==> config.mk <==
export PLATFORM = sky130hd
export DESIGN_NAME = spi_pointer_interp
export DESIGN_NICKNAME = d
export VERILOG_FILES = /design/src/rtl/spi_pkg.sv /design/src/rtl/spi_pointer_interp.sv /design/src/rtl/spi_classify.sv
export SDC_FILE = /design/constraint.sdc
export NUM_CORES = 1
export LEC_CHECK = 0
export BUFFER_PORTS_ARGS = -buffer_cell sky130_fd_sc_hd__buf_2
export CAP_MARGIN = 20
export CORE_UTILIZATION = 59
export DETAILED_ROUTE_END_ITERATION = 10
export PLACE_DENSITY_LB_ADDON = 0.3
export SLEW_MARGIN = 0
export SYNTH_ARGS = -nofsm -noshare
export SYNTH_HDL_FRONTEND = slang
export SYNTH_HIERARCHICAL = 1
export SYNTH_SLANG_ARGS = --single-unit
==> constraint.sdc <==
create_clock -name clk_sys -period 7.1 [get_ports clk_sys]
set_input_delay 2.13 -clock clk_sys [delete_from_list [all_inputs] [get_ports clk_sys]]
set_output_delay 2.13 -clock clk_sys [all_outputs]
set_load 0.01 [all_outputs]
==> src/rtl/spi_pkg.sv <==
// constants and types shared by the pointer interpreter files
`default_nettype none
package spi_pkg;
    // pointer word fields
    localparam int unsigned FLAG_MSB = 15;
    localparam int unsigned FLAG_LSB = 12;
    localparam int unsigned SS_MSB   = 11;
    localparam int unsigned SS_LSB   = 10;
    localparam int unsigned VAL_MSB  = 9;
    // flag and value patterns
    localparam logic [3:0]  NORMAL_STATE_FLAG = 4'h6;
    localparam logic [3:0]  NDF_FLAG  = 4'h9;
    localparam logic [1:0]  SDH_SS    = 2'h2;
    localparam logic [9:0]  PTR_MAX   = 10'h30e;
    localparam logic [9:0]  CI_VALUE  = 10'h3ff;
    localparam logic [15:0] AIS_WORD  = 16'hffff;
    localparam logic [9:0]  I_MASK    = 10'h2aa;
    localparam logic [9:0]  D_MASK    = 10'h155;
    // majority thresholds
    localparam logic [2:0]  FLAG_MAX_MISS  = 3'h1;
    localparam logic [3:0]  SONET_MAX_MISS = 4'h2;
    localparam logic [3:0]  SDH_MIN_INV    = 4'h3;
    localparam logic [3:0]  SDH_MAX_OTHER  = 4'h2;
    // last examined byte pair index per mode
    localparam logic [7:0]  SONET_LAST = 8'hbf;
    localparam logic [7:0]  SDH_LAST   = 8'h3f;
    // persistence counts, in frames
    localparam logic [1:0]  NORMAL_STATE_PERSIST = 2'h3;
    localparam logic [1:0]  AIS_PERSIST  = 2'h3;
    localparam logic [3:0]  LOP_PERSIST  = 4'h8;
    localparam logic [1:0]  JUST_HOLD    = 2'h3;
    // reset values
    localparam logic [9:0]  PTR_RESET    = 10'h000;

    typedef enum logic [2:0] {
        ST_NORMAL_STATE = 3'b001,
        ST_LOP  = 3'b010,
        ST_AIS  = 3'b100
    } spi_state_e;
endpackage : spi_pkg
`default_nettype wire

==> src/rtl/spi_pointer_interp.sv <==
// receive payload pointer interpreter with alarm latches
`default_nettype none
// Summary of operation
// - normal flag, I bits inverted is increment
// - normal flag, D bits inverted is decrement
// - normal needs 3-of-4 flag, value to 782
// - new data needs 3-of-4 flag, value to 782
// - SS bits checked in SDH, ignored SONET
// - other pairs carry concatenation or AIS
// - no justification three frames after adjustment
// - SONET increment needs eight matching bits
// - SONET decrement needs eight matching bits
// - SDH increment: three I, two D inverted
// - SDH decrement: three D, two I inverted
// - SDH both majorities inverted: no action
// - three states: normal, pointer loss, alarm
// - new data pointer adopted at once in normal state
// - three equal normal pointers enter normal
// - three AIS pointers enter alarm state
// - eight invalid pointers enter pointer loss
// - valid justification steps pointer at once
// - in alarm state only AIS valid
// - normal state: equal pointer counts valid
// - alarm change sets latch flag, pending
// - pointer loss change sets latch, pending
// - flag 15:12, SS 11:10, value below
// - SONET checks 192 pairs, SDH 64
// - mode input selects SONET or SDH
module spi_pointer_interp (
    input  wire logic        clk_sys,
    input  wire logic        reset,
    input  wire logic        sdh_mode,
    input  wire logic        ptr_valid,
    input  wire logic [7:0]  ptr_index,
    input  wire logic [15:0] ptr_word,
    input  wire logic        alarm_flag_read,
    input  wire logic        pending_read,
    input  wire logic        alarm_indication_irq_a_mask,
    input  wire logic        alarm_indication_irq_b_mask,
    input  wire logic        pointer_loss_irq_a_mask,
    input  wire logic        pointer_loss_irq_b_mask,
    output logic [9:0]       pointer_value,
    output logic             normal_state,
    output logic             pointer_loss_state,
    output logic             alarm_state,
    output logic             pointer_update,
    output logic             path_alarm_indication_flag,
    output logic             path_pointer_loss_flag,
    output logic             path_alarm_indication_pending,
    output logic             path_pointer_loss_pending,
    output logic             interrupt_out_a,
    output logic             interrupt_out_b
);
    spi_pkg::spi_state_e state_q, state_d;
    logic [9:0] ptr_q, ptr_d;
    logic [9:0] cls_val_q, last_val_q;
    logic       cls_normal_state_q, cls_ndf_q, cls_ais_q, cls_inc_q, cls_dec_q;
    logic       ci_bad_q;
    logic [1:0] normal_state_cnt_q, normal_state_cnt_d;
    logic [1:0] ais_cnt_q, ais_cnt_d;
    logic [3:0] inv_cnt_q, inv_cnt_d;
    logic [1:0] hold_q, hold_d;
    logic       upd_q;
    logic       ais_flag_q, lop_flag_q, ais_pend_q, lop_pend_q;

    wire logic c_normal_state;
    wire logic c_ndf;
    wire logic c_ais;
    wire logic c_inc;
    wire logic c_dec;
    wire logic c_ci_ok;

    // typed against the accepted value, which only moves at frame commit
    spi_classify u_classify (
        .word      (ptr_word),
        .cur_value (ptr_q),
        .sdh_mode  (sdh_mode),
        .is_normal_state   (c_normal_state),
        .is_ndf    (c_ndf),
        .is_ais    (c_ais),
        .is_inc    (c_inc),
        .is_dec    (c_dec),
        .ci_ok     (c_ci_ok)
    );

    // frame position decode
    wire logic [7:0] last_idx = sdh_mode ? spi_pkg::SDH_LAST : spi_pkg::SONET_LAST;
    wire logic examine  = ptr_valid && (ptr_index <= last_idx);
    wire logic primary  = examine && (ptr_index == 8'h00);
    wire logic commit   = examine && (ptr_index == last_idx);
    wire logic ci_beat  = examine && (ptr_index != 8'h00) && !c_ci_ok;

    // frame verdict, a bad concatenation pair spoils the whole frame
    wire logic f_bad  = ci_bad_q || ci_beat;
    wire logic f_normal_state = cls_normal_state_q && !f_bad;
    wire logic f_ndf  = cls_ndf_q && !f_bad;
    wire logic f_ais  = cls_ais_q && !f_bad;
    wire logic f_eq   = f_normal_state && (cls_val_q == ptr_q);
    wire logic hold_0 = hold_q == 2'h0;
    wire logic in_normal_state = state_q == spi_pkg::ST_NORMAL_STATE;
    wire logic in_ais  = state_q == spi_pkg::ST_AIS;
    wire logic in_lop  = state_q == spi_pkg::ST_LOP;

    // inc wins if both majorities look true, which no legal word produces
    wire logic take_ndf = in_normal_state && f_ndf;
    wire logic take_inc = in_normal_state && hold_0 && cls_inc_q && !f_bad;
    wire logic take_dec = in_normal_state && hold_0 && cls_dec_q && !cls_inc_q && !f_bad;
    wire logic adjust   = take_ndf || take_inc || take_dec;

    // a pointer only builds persistence if it repeats the previous frame's value
    wire logic normal_state_same = f_normal_state && (cls_val_q == last_val_q) && (normal_state_cnt_q != 2'h0);
    wire logic go_normal_state   = normal_state_cnt_d == spi_pkg::NORMAL_STATE_PERSIST;
    wire logic go_ais    = !go_normal_state && !in_ais && (ais_cnt_d == spi_pkg::AIS_PERSIST);
    // in alarm state only an AIS pointer keeps the loss counter clear
    wire logic valid_frm = in_ais ? f_ais : (adjust || f_eq || go_normal_state);
    wire logic go_lop    = !go_normal_state && !go_ais && !in_lop && (inv_cnt_d == spi_pkg::LOP_PERSIST);

    // steps wrap inside the legal range so a justification never leaves it
    wire logic [9:0] ptr_inc = (ptr_q == spi_pkg::PTR_MAX) ? 10'h000 : ptr_q + 10'h001;
    wire logic [9:0] ptr_dec = (ptr_q == 10'h000) ? spi_pkg::PTR_MAX : ptr_q - 10'h001;

    always_comb begin
        normal_state_cnt_d = 2'h0;
        if (f_normal_state && normal_state_same) begin
            normal_state_cnt_d = (normal_state_cnt_q == spi_pkg::NORMAL_STATE_PERSIST) ? normal_state_cnt_q : normal_state_cnt_q + 2'h1;
        end else if (f_normal_state) begin
            normal_state_cnt_d = 2'h1;
        end
        ais_cnt_d = 2'h0;
        if (f_ais) begin
            ais_cnt_d = (ais_cnt_q == spi_pkg::AIS_PERSIST) ? ais_cnt_q : ais_cnt_q + 2'h1;
        end
        inv_cnt_d = 4'h0;
        if (!in_lop && !valid_frm) begin
            inv_cnt_d = (inv_cnt_q == spi_pkg::LOP_PERSIST) ? inv_cnt_q : inv_cnt_q + 4'h1;
        end
        // hold counts frames, not cycles: it only moves at commit
        hold_d = hold_0 ? 2'h0 : hold_q - 2'h1;
        if (adjust) begin
            hold_d = spi_pkg::JUST_HOLD;
        end
    end

    always_comb begin
        state_d = state_q;
        ptr_d   = ptr_q;
        if (go_normal_state) begin
            state_d = spi_pkg::ST_NORMAL_STATE;
            ptr_d   = cls_val_q;
        end else if (go_ais) begin
            state_d = spi_pkg::ST_AIS;
        end else if (go_lop) begin
            state_d = spi_pkg::ST_LOP;
        end else if (take_ndf) begin
            ptr_d = cls_val_q;
        end else if (take_inc) begin
            ptr_d = ptr_inc;
        end else if (take_dec) begin
            ptr_d = ptr_dec;
        end
        case (state_d)
            spi_pkg::ST_NORMAL_STATE, spi_pkg::ST_LOP, spi_pkg::ST_AIS: ;
            default: state_d = spi_pkg::ST_LOP;
        endcase
    end

    wire logic ais_chg = commit && ((state_d == spi_pkg::ST_AIS) != in_ais);
    wire logic lop_chg = commit && ((state_d == spi_pkg::ST_LOP) != in_lop);

    // primary pointer capture and concatenation check
    always_ff @(posedge clk_sys) begin
        if (reset) begin
            cls_val_q  <= 10'h000;
            cls_normal_state_q <= 1'b0;
            cls_ndf_q  <= 1'b0;
            cls_ais_q  <= 1'b0;
            cls_inc_q  <= 1'b0;
            cls_dec_q  <= 1'b0;
            ci_bad_q   <= 1'b0;
        end else if (primary) begin
            cls_val_q  <= ptr_word[spi_pkg::VAL_MSB:0];
            cls_normal_state_q <= c_normal_state;
            cls_ndf_q  <= c_ndf;
            cls_ais_q  <= c_ais;
            cls_inc_q  <= c_inc;
            cls_dec_q  <= c_dec;
            ci_bad_q   <= 1'b0;
        end else if (ci_beat) begin
            ci_bad_q <= 1'b1;
        end
    end

    // per-frame state, counters and accepted value
    always_ff @(posedge clk_sys) begin
        if (reset) begin
            state_q    <= spi_pkg::ST_LOP;
            ptr_q      <= spi_pkg::PTR_RESET;
            last_val_q <= 10'h000;
            normal_state_cnt_q <= 2'h0;
            ais_cnt_q  <= 2'h0;
            inv_cnt_q  <= 4'h0;
            hold_q     <= 2'h0;
        end else if (commit) begin
            state_q    <= state_d;
            ptr_q      <= ptr_d;
            last_val_q <= cls_val_q;
            normal_state_cnt_q <= normal_state_cnt_d;
            ais_cnt_q  <= ais_cnt_d;
            // a count saturated on the way into alarm must not carry over
            inv_cnt_q  <= go_ais ? 4'h0 : inv_cnt_d;
            hold_q     <= hold_d;
        end
    end

    // latch-high flags: a read returns the event, the next read the status
    always_ff @(posedge clk_sys) begin
        if (reset) begin
            upd_q      <= 1'b0;
            ais_flag_q <= 1'b0;
            lop_flag_q <= 1'b0;
            ais_pend_q <= 1'b0;
            lop_pend_q <= 1'b0;
        end else begin
            upd_q <= commit;
            if (ais_chg) begin
                ais_flag_q <= 1'b1;
            end else if (alarm_flag_read) begin
                ais_flag_q <= in_ais;
            end
            if (lop_chg) begin
                lop_flag_q <= 1'b1;
            end else if (alarm_flag_read) begin
                lop_flag_q <= in_lop;
            end
            // a change in the read cycle wins over the clear
            if (ais_chg) begin
                ais_pend_q <= 1'b1;
            end else if (pending_read) begin
                ais_pend_q <= 1'b0;
            end
            if (lop_chg) begin
                lop_pend_q <= 1'b1;
            end else if (pending_read) begin
                lop_pend_q <= 1'b0;
            end
        end
    end

    assign pointer_value                 = ptr_q;
    assign normal_state                  = in_normal_state;
    assign pointer_loss_state            = in_lop;
    assign alarm_state                   = in_ais;
    assign pointer_update                = upd_q;
    assign path_alarm_indication_flag    = ais_flag_q;
    assign path_pointer_loss_flag        = lop_flag_q;
    assign path_alarm_indication_pending = ais_pend_q;
    assign path_pointer_loss_pending     = lop_pend_q;
    assign interrupt_out_a = (ais_pend_q && alarm_indication_irq_a_mask)
                          || (lop_pend_q && pointer_loss_irq_a_mask);
    assign interrupt_out_b = (ais_pend_q && alarm_indication_irq_b_mask)
                          || (lop_pend_q && pointer_loss_irq_b_mask);
endmodule : spi_pointer_interp
`default_nettype wire

==> src/rtl/spi_classify.sv <==
// combinational typing of one received pointer word
`default_nettype none
module spi_classify (
    input  wire logic [15:0] word,
    input  wire logic [9:0]  cur_value,
    input  wire logic        sdh_mode,
    output logic             is_normal_state,
    output logic             is_ndf,
    output logic             is_ais,
    output logic             is_inc,
    output logic             is_dec,
    output logic             ci_ok
);
    function automatic logic [3:0] ones10(input logic [9:0] v);
        logic [3:0] n;
        n = 4'h0;
        for (int k = 0; k < 10; k++) begin
            n = n + {3'h0, v[k]};
        end
        return n;
    endfunction : ones10

    function automatic logic [2:0] ones4(input logic [3:0] v);
        return {2'h0, v[0]} + {2'h0, v[1]} + {2'h0, v[2]} + {2'h0, v[3]};
    endfunction : ones4

    wire logic [3:0] flag  = word[spi_pkg::FLAG_MSB:spi_pkg::FLAG_LSB];
    wire logic [1:0] ss    = word[spi_pkg::SS_MSB:spi_pkg::SS_LSB];
    wire logic [9:0] value = word[spi_pkg::VAL_MSB:0];
    wire logic [9:0] diff  = value ^ cur_value;

    wire logic flag_normal_state = ones4(flag ^ spi_pkg::NORMAL_STATE_FLAG) <= spi_pkg::FLAG_MAX_MISS;
    wire logic flag_ndf  = ones4(flag ^ spi_pkg::NDF_FLAG) <= spi_pkg::FLAG_MAX_MISS;
    wire logic ss_ok     = !sdh_mode || (ss == spi_pkg::SDH_SS);
    wire logic in_range  = value <= spi_pkg::PTR_MAX;

    // 8 of 10 matching means at most two bits off the expected pattern
    wire logic [3:0] inc_miss = ones10(diff ^ spi_pkg::I_MASK);
    wire logic [3:0] dec_miss = ones10(diff ^ spi_pkg::D_MASK);
    wire logic [3:0] inv_i    = ones10(diff & spi_pkg::I_MASK);
    wire logic [3:0] inv_d    = ones10(diff & spi_pkg::D_MASK);

    wire logic sonet_inc = inc_miss <= spi_pkg::SONET_MAX_MISS;
    wire logic sonet_dec = dec_miss <= spi_pkg::SONET_MAX_MISS;
    // both majorities set leaves neither condition true
    wire logic sdh_inc = inv_i >= spi_pkg::SDH_MIN_INV && inv_d <= spi_pkg::SDH_MAX_OTHER;
    wire logic sdh_dec = inv_d >= spi_pkg::SDH_MIN_INV && inv_i <= spi_pkg::SDH_MAX_OTHER;

    assign is_normal_state = flag_normal_state && ss_ok && in_range;
    assign is_ndf  = flag_ndf && ss_ok && in_range;
    assign is_ais  = word == spi_pkg::AIS_WORD;
    assign is_inc  = flag_normal_state && ss_ok && (sdh_mode ? sdh_inc : sonet_inc);
    assign is_dec  = flag_normal_state && ss_ok && (sdh_mode ? sdh_dec : sonet_dec);
    assign ci_ok   = is_ais || (flag_normal_state && ss_ok && value == spi_pkg::CI_VALUE);
endmodule : spi_classify
`default_nettype wire

# Word level (Yosys, flattened, before mapping)
# Cells that the tools add are included.
# Widths: inputs -> output; s select.
# classes
n_addsub	38
order_cmp	10
eq_ne	25
muxes	33
bitwise_logic	5
reduce_logical	71
# ops
op	n
$add 4x1->4	22
$mux 10	8
$logic_and 1x1->1	40
$eq 10x10->1	2
$eq 10x10->1 const B	2
$eq 16x16->1 const B	1
$le 4x2->1 const B	4
$add 1x1->2	6
$add 3x1->3	4
$mux 2	6
$mux 3	4
$mux 4	3
$mux 1	11
$add 10x1->10 const B	1
$eq 2x2->1 const B	5
$le 10x10->1 const B	1
$logic_not 10->1	1
$not 5->5	2
$reduce_bool 2->1	5
$sub 10x1->10 const B	1
$xor 10x10->10	1
$eq 3x2->1 const B	3
$eq 3x3->1 const B	3
$logic_not 1->1	9
other kinds (21)	37
# word_totals
reg_bits	54
inputBits	34
elab_cells	201

# Logic depth before layout (Yosys ltp)
# depth
depth_word	35
ltp_mapped	16

# Modules after synthesis
# Netlist, hierarchy kept.
# by_module_without_submodules
mod	n_inst	cells_each	area_per_inst_um2	seq_area_each_um2
spi_pointer_interp	1	412	3335.7	1081.0
spi_classify	1	112	991.0	0.0

# Worst setup path after synthesis
# No wires, ideal clock.
# synth_path
path_kind	input-to-reg
startpoint	input port ptr_word[2]
endpoint	register cls_inc_q
setup_time_ns	0.065
arrival_ns	5.556
required_time_ns	7.035
path_slack_ns	1.479
path_stages	15
path_buffers	0
path_cell_list	xor2_1 > inv_1 > ha_1 > xor2_2 > ha_1 > ha_1 > fa_1 > ha_1 > inv_1 > fa_1 > a2111o_1 > a221o_1 > a21oi_1 > mux2i_1 > nor2_1
# synth_via
elab_chain_cells	12
# synth_rtl
element	line_no	rtl
start, declared	spi_pointer_interp.sv:35	input wire logic [15:0] ptr_word,
$xor 10x10->10 (*)	spi_classify.sv:30	wire logic [9:0] diff = value ^ cur_value;
$add 4x1->4 (8 in a row)	spi_classify.sv:18	n = n + {3'h0, v[k]};
$le 4x2->1	spi_classify.sv:43	wire logic sonet_inc = inc_miss <= spi_pkg::SONET_MAX_MISS;
$mux 1 (*)	spi_classify.sv:52	assign is_inc = flag_normal_state && ss_ok && (sdh_mode ? sdh_inc : sonet_inc);
$logic_and 1x1->1 (*)	spi_classify.sv:52	
named net c_inc	spi_pointer_interp.sv:69	wire logic c_inc;
end signal, assigned	spi_pointer_interp.sv:185	cls_inc_q <= c_inc;
end, declared	spi_pointer_interp.sv:57	logic cls_normal_state_q, cls_ndf_q, cls_ais_q, cls_inc_q, cls_dec_q;
# Mark *: on every way through the listed nets, which the timed path passes. The rest lies on a longest branch.
# A chain may end at the register's enable or synchronous reset.

# Final worst setup path
# Ends and elaborated chain as after synthesis.

==> metrics.txt <==
# TYPE chip_impl_metric gauge
chip_impl_info{name="run_status",value="completed"} 1
chip_impl_metric{name="cts_hold_buf",unit=""} 0
chip_impl_metric{name="power.share.switching",unit="%"} 29.1
chip_impl_metric{name="vias_in_the_first_global_route",unit=""} 3735
chip_impl_metric{name="power_frac_seq",unit="%"} 48.2
chip_impl_metric{name="maxSlewViolCount",unit=""} 0
chip_impl_metric{name="initial_core_util",unit="%"} 62.3
chip_impl_metric{name="synth-edff-count",unit=""} 0
chip_impl_metric{name="post_drt_via_cell_ratio",unit=""} 6.12
chip_impl_metric{name="cts_setup_buffers",unit=""} 0
chip_impl_metric{name="p_sw",unit="mW"} 0.183
chip_impl_info{name="hold_class",value="register to register"} 1
chip_impl_metric{name="cts.htree.levels",unit=""} 2
chip_impl_metric{name="cts_made_buffers",unit=""} 5
chip_impl_metric{name="timing.critical_path.slowest_cell_delay",unit="ps"} 540
chip_impl_metric{name="grt_max_degree",unit=""} 47
chip_impl_metric{name="synth_async_sr_flop_share",unit="%"} 0
chip_impl_metric{name="postLayoutCellArea",unit="mm2"} 0.00469
chip_impl_metric{name="via_count",unit=""} 3988
chip_impl_metric{name="dieWidth",unit="um"} 87.6
chip_impl_info{name="cts-root-buf",value="sky130_fd_sc_hd__clkbuf_8"} 1
chip_impl_metric{name="leakagePower",unit="nW"} 1.82
chip_impl_metric{name="clock_sinks",unit=""} 54
chip_impl_metric{name="io-pin-count",unit=""} 54
chip_impl_info{name="cts_tree",value="built"} 1
chip_impl_info{name="cp-end-kind",value="register"} 1
chip_impl_metric{name="post_dp_cell_area",unit="mm2"} 0.00461
chip_impl_metric{name="globalRoute.totalOverflow",unit=""} 0
chip_impl_metric{name="routedWlPerCell",unit="um"} 15.9
chip_impl_metric{name="setup_viol",unit=""} 0
chip_impl_metric{name="die_area",unit="mm2"} 0.00768
chip_impl_metric{name="timing.final.hold_violations",unit=""} 0
chip_impl_metric{name="rows",unit=""} 30
chip_impl_metric{name="critical_path_buffers_and_inverters",unit=""} 3
chip_impl_metric{name="power.combinational.fraction",unit="%"} 25.1
chip_impl_metric{name="post-dp-hpwl",unit="um"} 7670
chip_impl_metric{name="synthToLayoutAreaGrowth",unit="%"} 8.50
chip_impl_metric{name="initialDrtViolationCount",unit=""} 244
chip_impl_info{name="worst-setup-path-type",value="input port to register"} 1
chip_impl_metric{name="dieHeight",unit="um"} 87.6
chip_impl_metric{name="post-route-period-util",unit="%"} 79.5
chip_impl_metric{name="maxCapViolations",unit=""} 0
chip_impl_metric{name="worst_ir_drop_vdd",unit="uV"} 72.1
chip_impl_metric{name="number_of_synthesis_warnings",unit=""} 6
chip_impl_metric{name="power_per_unit_of_standard_cell_area",unit="mW/mm2"} 134
chip_impl_metric{name="synth_seq_area_share",unit="%"} 25.0
chip_impl_metric{name="worst_skew_pair.late_latency",unit="ps"} 300
chip_impl_info{name="cp_cell_sequence",value="buf_2 -> xor2_1 -> inv_1 -> ha_1 -> xor2_2 -> ha_1 -> ha_1 -> fa_1 -> ha_1 -> inv_1 -> fa_1 -> a2111o_1 -> a221o_1 -> a21oi_1 -> mux2i_1 -> nor2_1"} 1
chip_impl_metric{name="postSynthRegisterBits",unit=""} 54
chip_impl_metric{name="routabilityCongestion",unit=""} 0.874
chip_impl_info{name="startpoint_type",value="input port"} 1
chip_impl_info{name="setup_repair_after_global_routing_missed_its_margin",value="false"} 1
chip_impl_metric{name="synthesized_area_per_cell",unit="um2"} 8.26
chip_impl_metric{name="postRouteAntennaNets",unit=""} 0
chip_impl_metric{name="fin_setup_tns",unit="ps"} 0
chip_impl_metric{name="design.final.nets",unit=""} 629
chip_impl_metric{name="intPower",unit="mW"} 0.447
chip_impl_metric{name="timing.hold.ws",unit="ps"} 472
chip_impl_metric{name="fin_total_pwr",unit="mW"} 0.630
chip_impl_metric{name="finalClockSkew",unit="ps"} 6.10
chip_impl_metric{name="cts.reportedPaths.clkPinSlew",unit="ps"} 90
chip_impl_metric{name="port-buffer-count",unit=""} 53
chip_impl_metric{name="timing.max_slew.rel_slack",unit="%"} 42.4
chip_impl_metric{name="synth_cell_types",unit=""} 67
chip_impl_metric{name="grt_antenna_before_repair",unit=""} 0
chip_impl_info{name="synth_flop_cell",value="sky130_fd_sc_hd__dfxtp_1"} 1
chip_impl_info{name="cpMaxStageDelayCell",value="sky130_fd_sc_hd__fa_1"} 1
chip_impl_metric{name="synthesis.area",unit="mm2"} 0.00433
chip_impl_info{name="critical-path-top-cell-by-count",value="sky130_fd_sc_hd__ha_1"} 1
chip_impl_metric{name="clock_power_share",unit="%"} 26.6
chip_impl_info{name="crit_path_max_delay_family",value="adder cells"} 1
chip_impl_metric{name="netlist_instances",unit=""} 524
chip_impl_metric{name="drcViolationCount",unit=""} 0
chip_impl_metric{name="synth_fp_nets",unit=""} 596
chip_impl_metric{name="coreArea",unit="mm2"} 0.00694
chip_impl_metric{name="worstPathArrival",unit="ps"} 5880
chip_impl_metric{name="final.min_clock_period",unit="ps"} 5650
chip_impl_metric{name="critical_path.max_fanout",unit=""} 3
chip_impl_metric{name="global_route_wire_length_before_repair",unit="um"} 17300
chip_impl_metric{name="dr.pass1.iters",unit=""} 5
chip_impl_metric{name="number_of_diodes_added_for_antenna_fixing",unit=""} 0
chip_impl_metric{name="fraction_of_final_layout_cells_with_drive_strength_greater_than_1",unit="%"} 15.6
chip_impl_metric{name="post_cts.resized_instances",unit=""} 0
chip_impl_metric{name="cp.required",unit="ps"} 7340
chip_impl_metric{name="fmax_achieved",unit="MHz"} 177
chip_impl_metric{name="clock_path_buffers",unit=""} 2
chip_impl_metric{name="gr-usage-all-layers",unit="%"} 28.5
chip_impl_metric{name="tightest_slew",unit="ps"} 863
chip_impl_metric{name="drt_wl_total",unit="um"} 10400
[synthesized netlist by cell type, drive strengths merged (12+ instances only)]
| cell type | instances | share of area, % |
|---|---|---|
| dfxtp | 54 | 25 |
| nand2 | 45 | 3.9 |
| nor2 | 41 | 3.6 |
| inv | 39 | 3.4 |
| xnor2 | 30 | 6.2 |
| ha | 25 | 7.2 |
| mux2i | 23 | 5.3 |
| o21ai | 23 | 2.7 |
| a21oi | 22 | 2.6 |
| clkbuf | 20 | 1.7 |
| nor3 | 14 | 1.9 |
| fa | 13 | 6.0 |
| nand3 | 13 | 1.5 |
| buf | 12 | 1.7 |
[registers in the layout (all words and copies together) (netlist names), 2 cells and up]
name and flops:
normal_state_cnt_q 2, inv_cnt_q 4, hold_q 2, cls_val_q 10, ais_cnt_q 2, state_q 3
last_val_q 10, pointer_value 10
[power groups by stage]
| stage | Clock (mW) | Sequential [mW] | Combinational, mW |
|---|---|---|---|
| final | 0.168 | 0.304 | 0.159 |
| after detailed placement | 0 | 0.311 | 0.157 |
| after global routing | 0.183 | 0.304 | 0.181 |
| after CTS | 0.170 | 0.304 | 0.158 |
| after global placement | 0 | 0.311 | 0.146 |
| after floorplan | 0 | 0.311 | 0.115 |
[worst min-delay path, stage by stage, from the launching register on]
cell and delay [ps]:
sky130_fd_sc_hd__dfxtp_1 330, sky130_fd_sc_hd__nand2_1 50, sky130_fd_sc_hd__a21oi_1 50
[kinds of logic (layout without fill, tap and decap cells)]
group | count (synthesis) | in the layout | share of synthesized area (%)
xor gates and xnor gates | 41 | 41 | 8.65
and+or+nand+nor | 175 | 175 | 21.3
DFF | 54 | 54 | 25.0
muxes | 25 | 25 | 5.84
AOI/OAI and AO/OA | 119 | 119 | 19.1
buffers and inverters | 72 | 104 | 6.91
adders and majority gates | 38 | 38 | 13.2
[final timing paths]
path | endpoint | start | slack (ps) | depth (start not counted)
worst min-delay path | last_val_q[3] | last_val_q[3] | 470 | 2
worst max-delay path | cls_inc_q | ptr_word[2] | 1450 | 16
worst max register to register | cls_inc_q | pointer_value[2] | 2730 | 15
worst min register to register | last_val_q[3] | last_val_q[3] | 470 | 2
[per-stage QoR]
stage	utilization [%]	instances	setup slack, ps
global placement	66.4	646	1230
floorplan	-	524	1480
CTS	67.6	652	1460
finish	67.6	652	1450
global route	67.6	652	1200
detailed placement	66.4	646	1150
[area by class of cell]
| class | count | area [um2] |
|---|---|---|
| Timing Repair Buffer | 58 | 303 |
| Inverter | 40 | 151 |
| Fill cell | 591 | 2250 |
| Sequential cell | 54 | 1080 |
| Clock buffer | 6 | 82.6 |
| Multi-Input combinational cell | 398 | 2960 |
| Tap cell | 96 | 120 |
[placed cells by master, fill, tap and decap left out, types with 3 or more instances in the layout]
cell                       count
sky130_fd_sc_hd__a21oi_1      21
sky130_fd_sc_hd__a21o_1        4
sky130_fd_sc_hd__o21a_1        4
sky130_fd_sc_hd__inv_1        38
sky130_fd_sc_hd__xor2_1       10
sky130_fd_sc_hd__clkbuf_8      6
sky130_fd_sc_hd__or4_1         5
sky130_fd_sc_hd__a221oi_1      3
sky130_fd_sc_hd__nor2b_1       3
sky130_fd_sc_hd__o211ai_1      7
sky130_fd_sc_hd__nor2_1       41
sky130_fd_sc_hd__nor4_1        7
sky130_fd_sc_hd__nor3b_2       3
sky130_fd_sc_hd__buf_4         5
sky130_fd_sc_hd__or3_1         7
sky130_fd_sc_hd__o221ai_1      4
sky130_fd_sc_hd__a31oi_1      11
sky130_fd_sc_hd__nand2_1      45
sky130_fd_sc_hd__nand4_1       9
sky130_fd_sc_hd__fa_1         13
sky130_fd_sc_hd__nand3_1      13
sky130_fd_sc_hd__buf_2        53
sky130_fd_sc_hd__xnor2_1      29
sky130_fd_sc_hd__and3_1        4
sky130_fd_sc_hd__dfxtp_1      54
sky130_fd_sc_hd__a211oi_1      9
sky130_fd_sc_hd__o22ai_1       3
sky130_fd_sc_hd__nor3b_1       6
sky130_fd_sc_hd__ha_1         25
sky130_fd_sc_hd__and2_1        4
sky130_fd_sc_hd__nand2b_1      3
sky130_fd_sc_hd__o21ai_0      23
sky130_fd_sc_hd__nor3_1       12
sky130_fd_sc_hd__a221o_1       3
sky130_fd_sc_hd__mux2i_1      23
[layer usage]
metal  global-route usage [%]  routed length [um]  share of wire [%]
met1                     37.2                4660                 45
met2                     49.8                4970                 48
met5                        0                   0                  0
met3                     3.30                 555                5.3
met4                     8.35                 204                2.0
(Power assumes the default switching activity.)
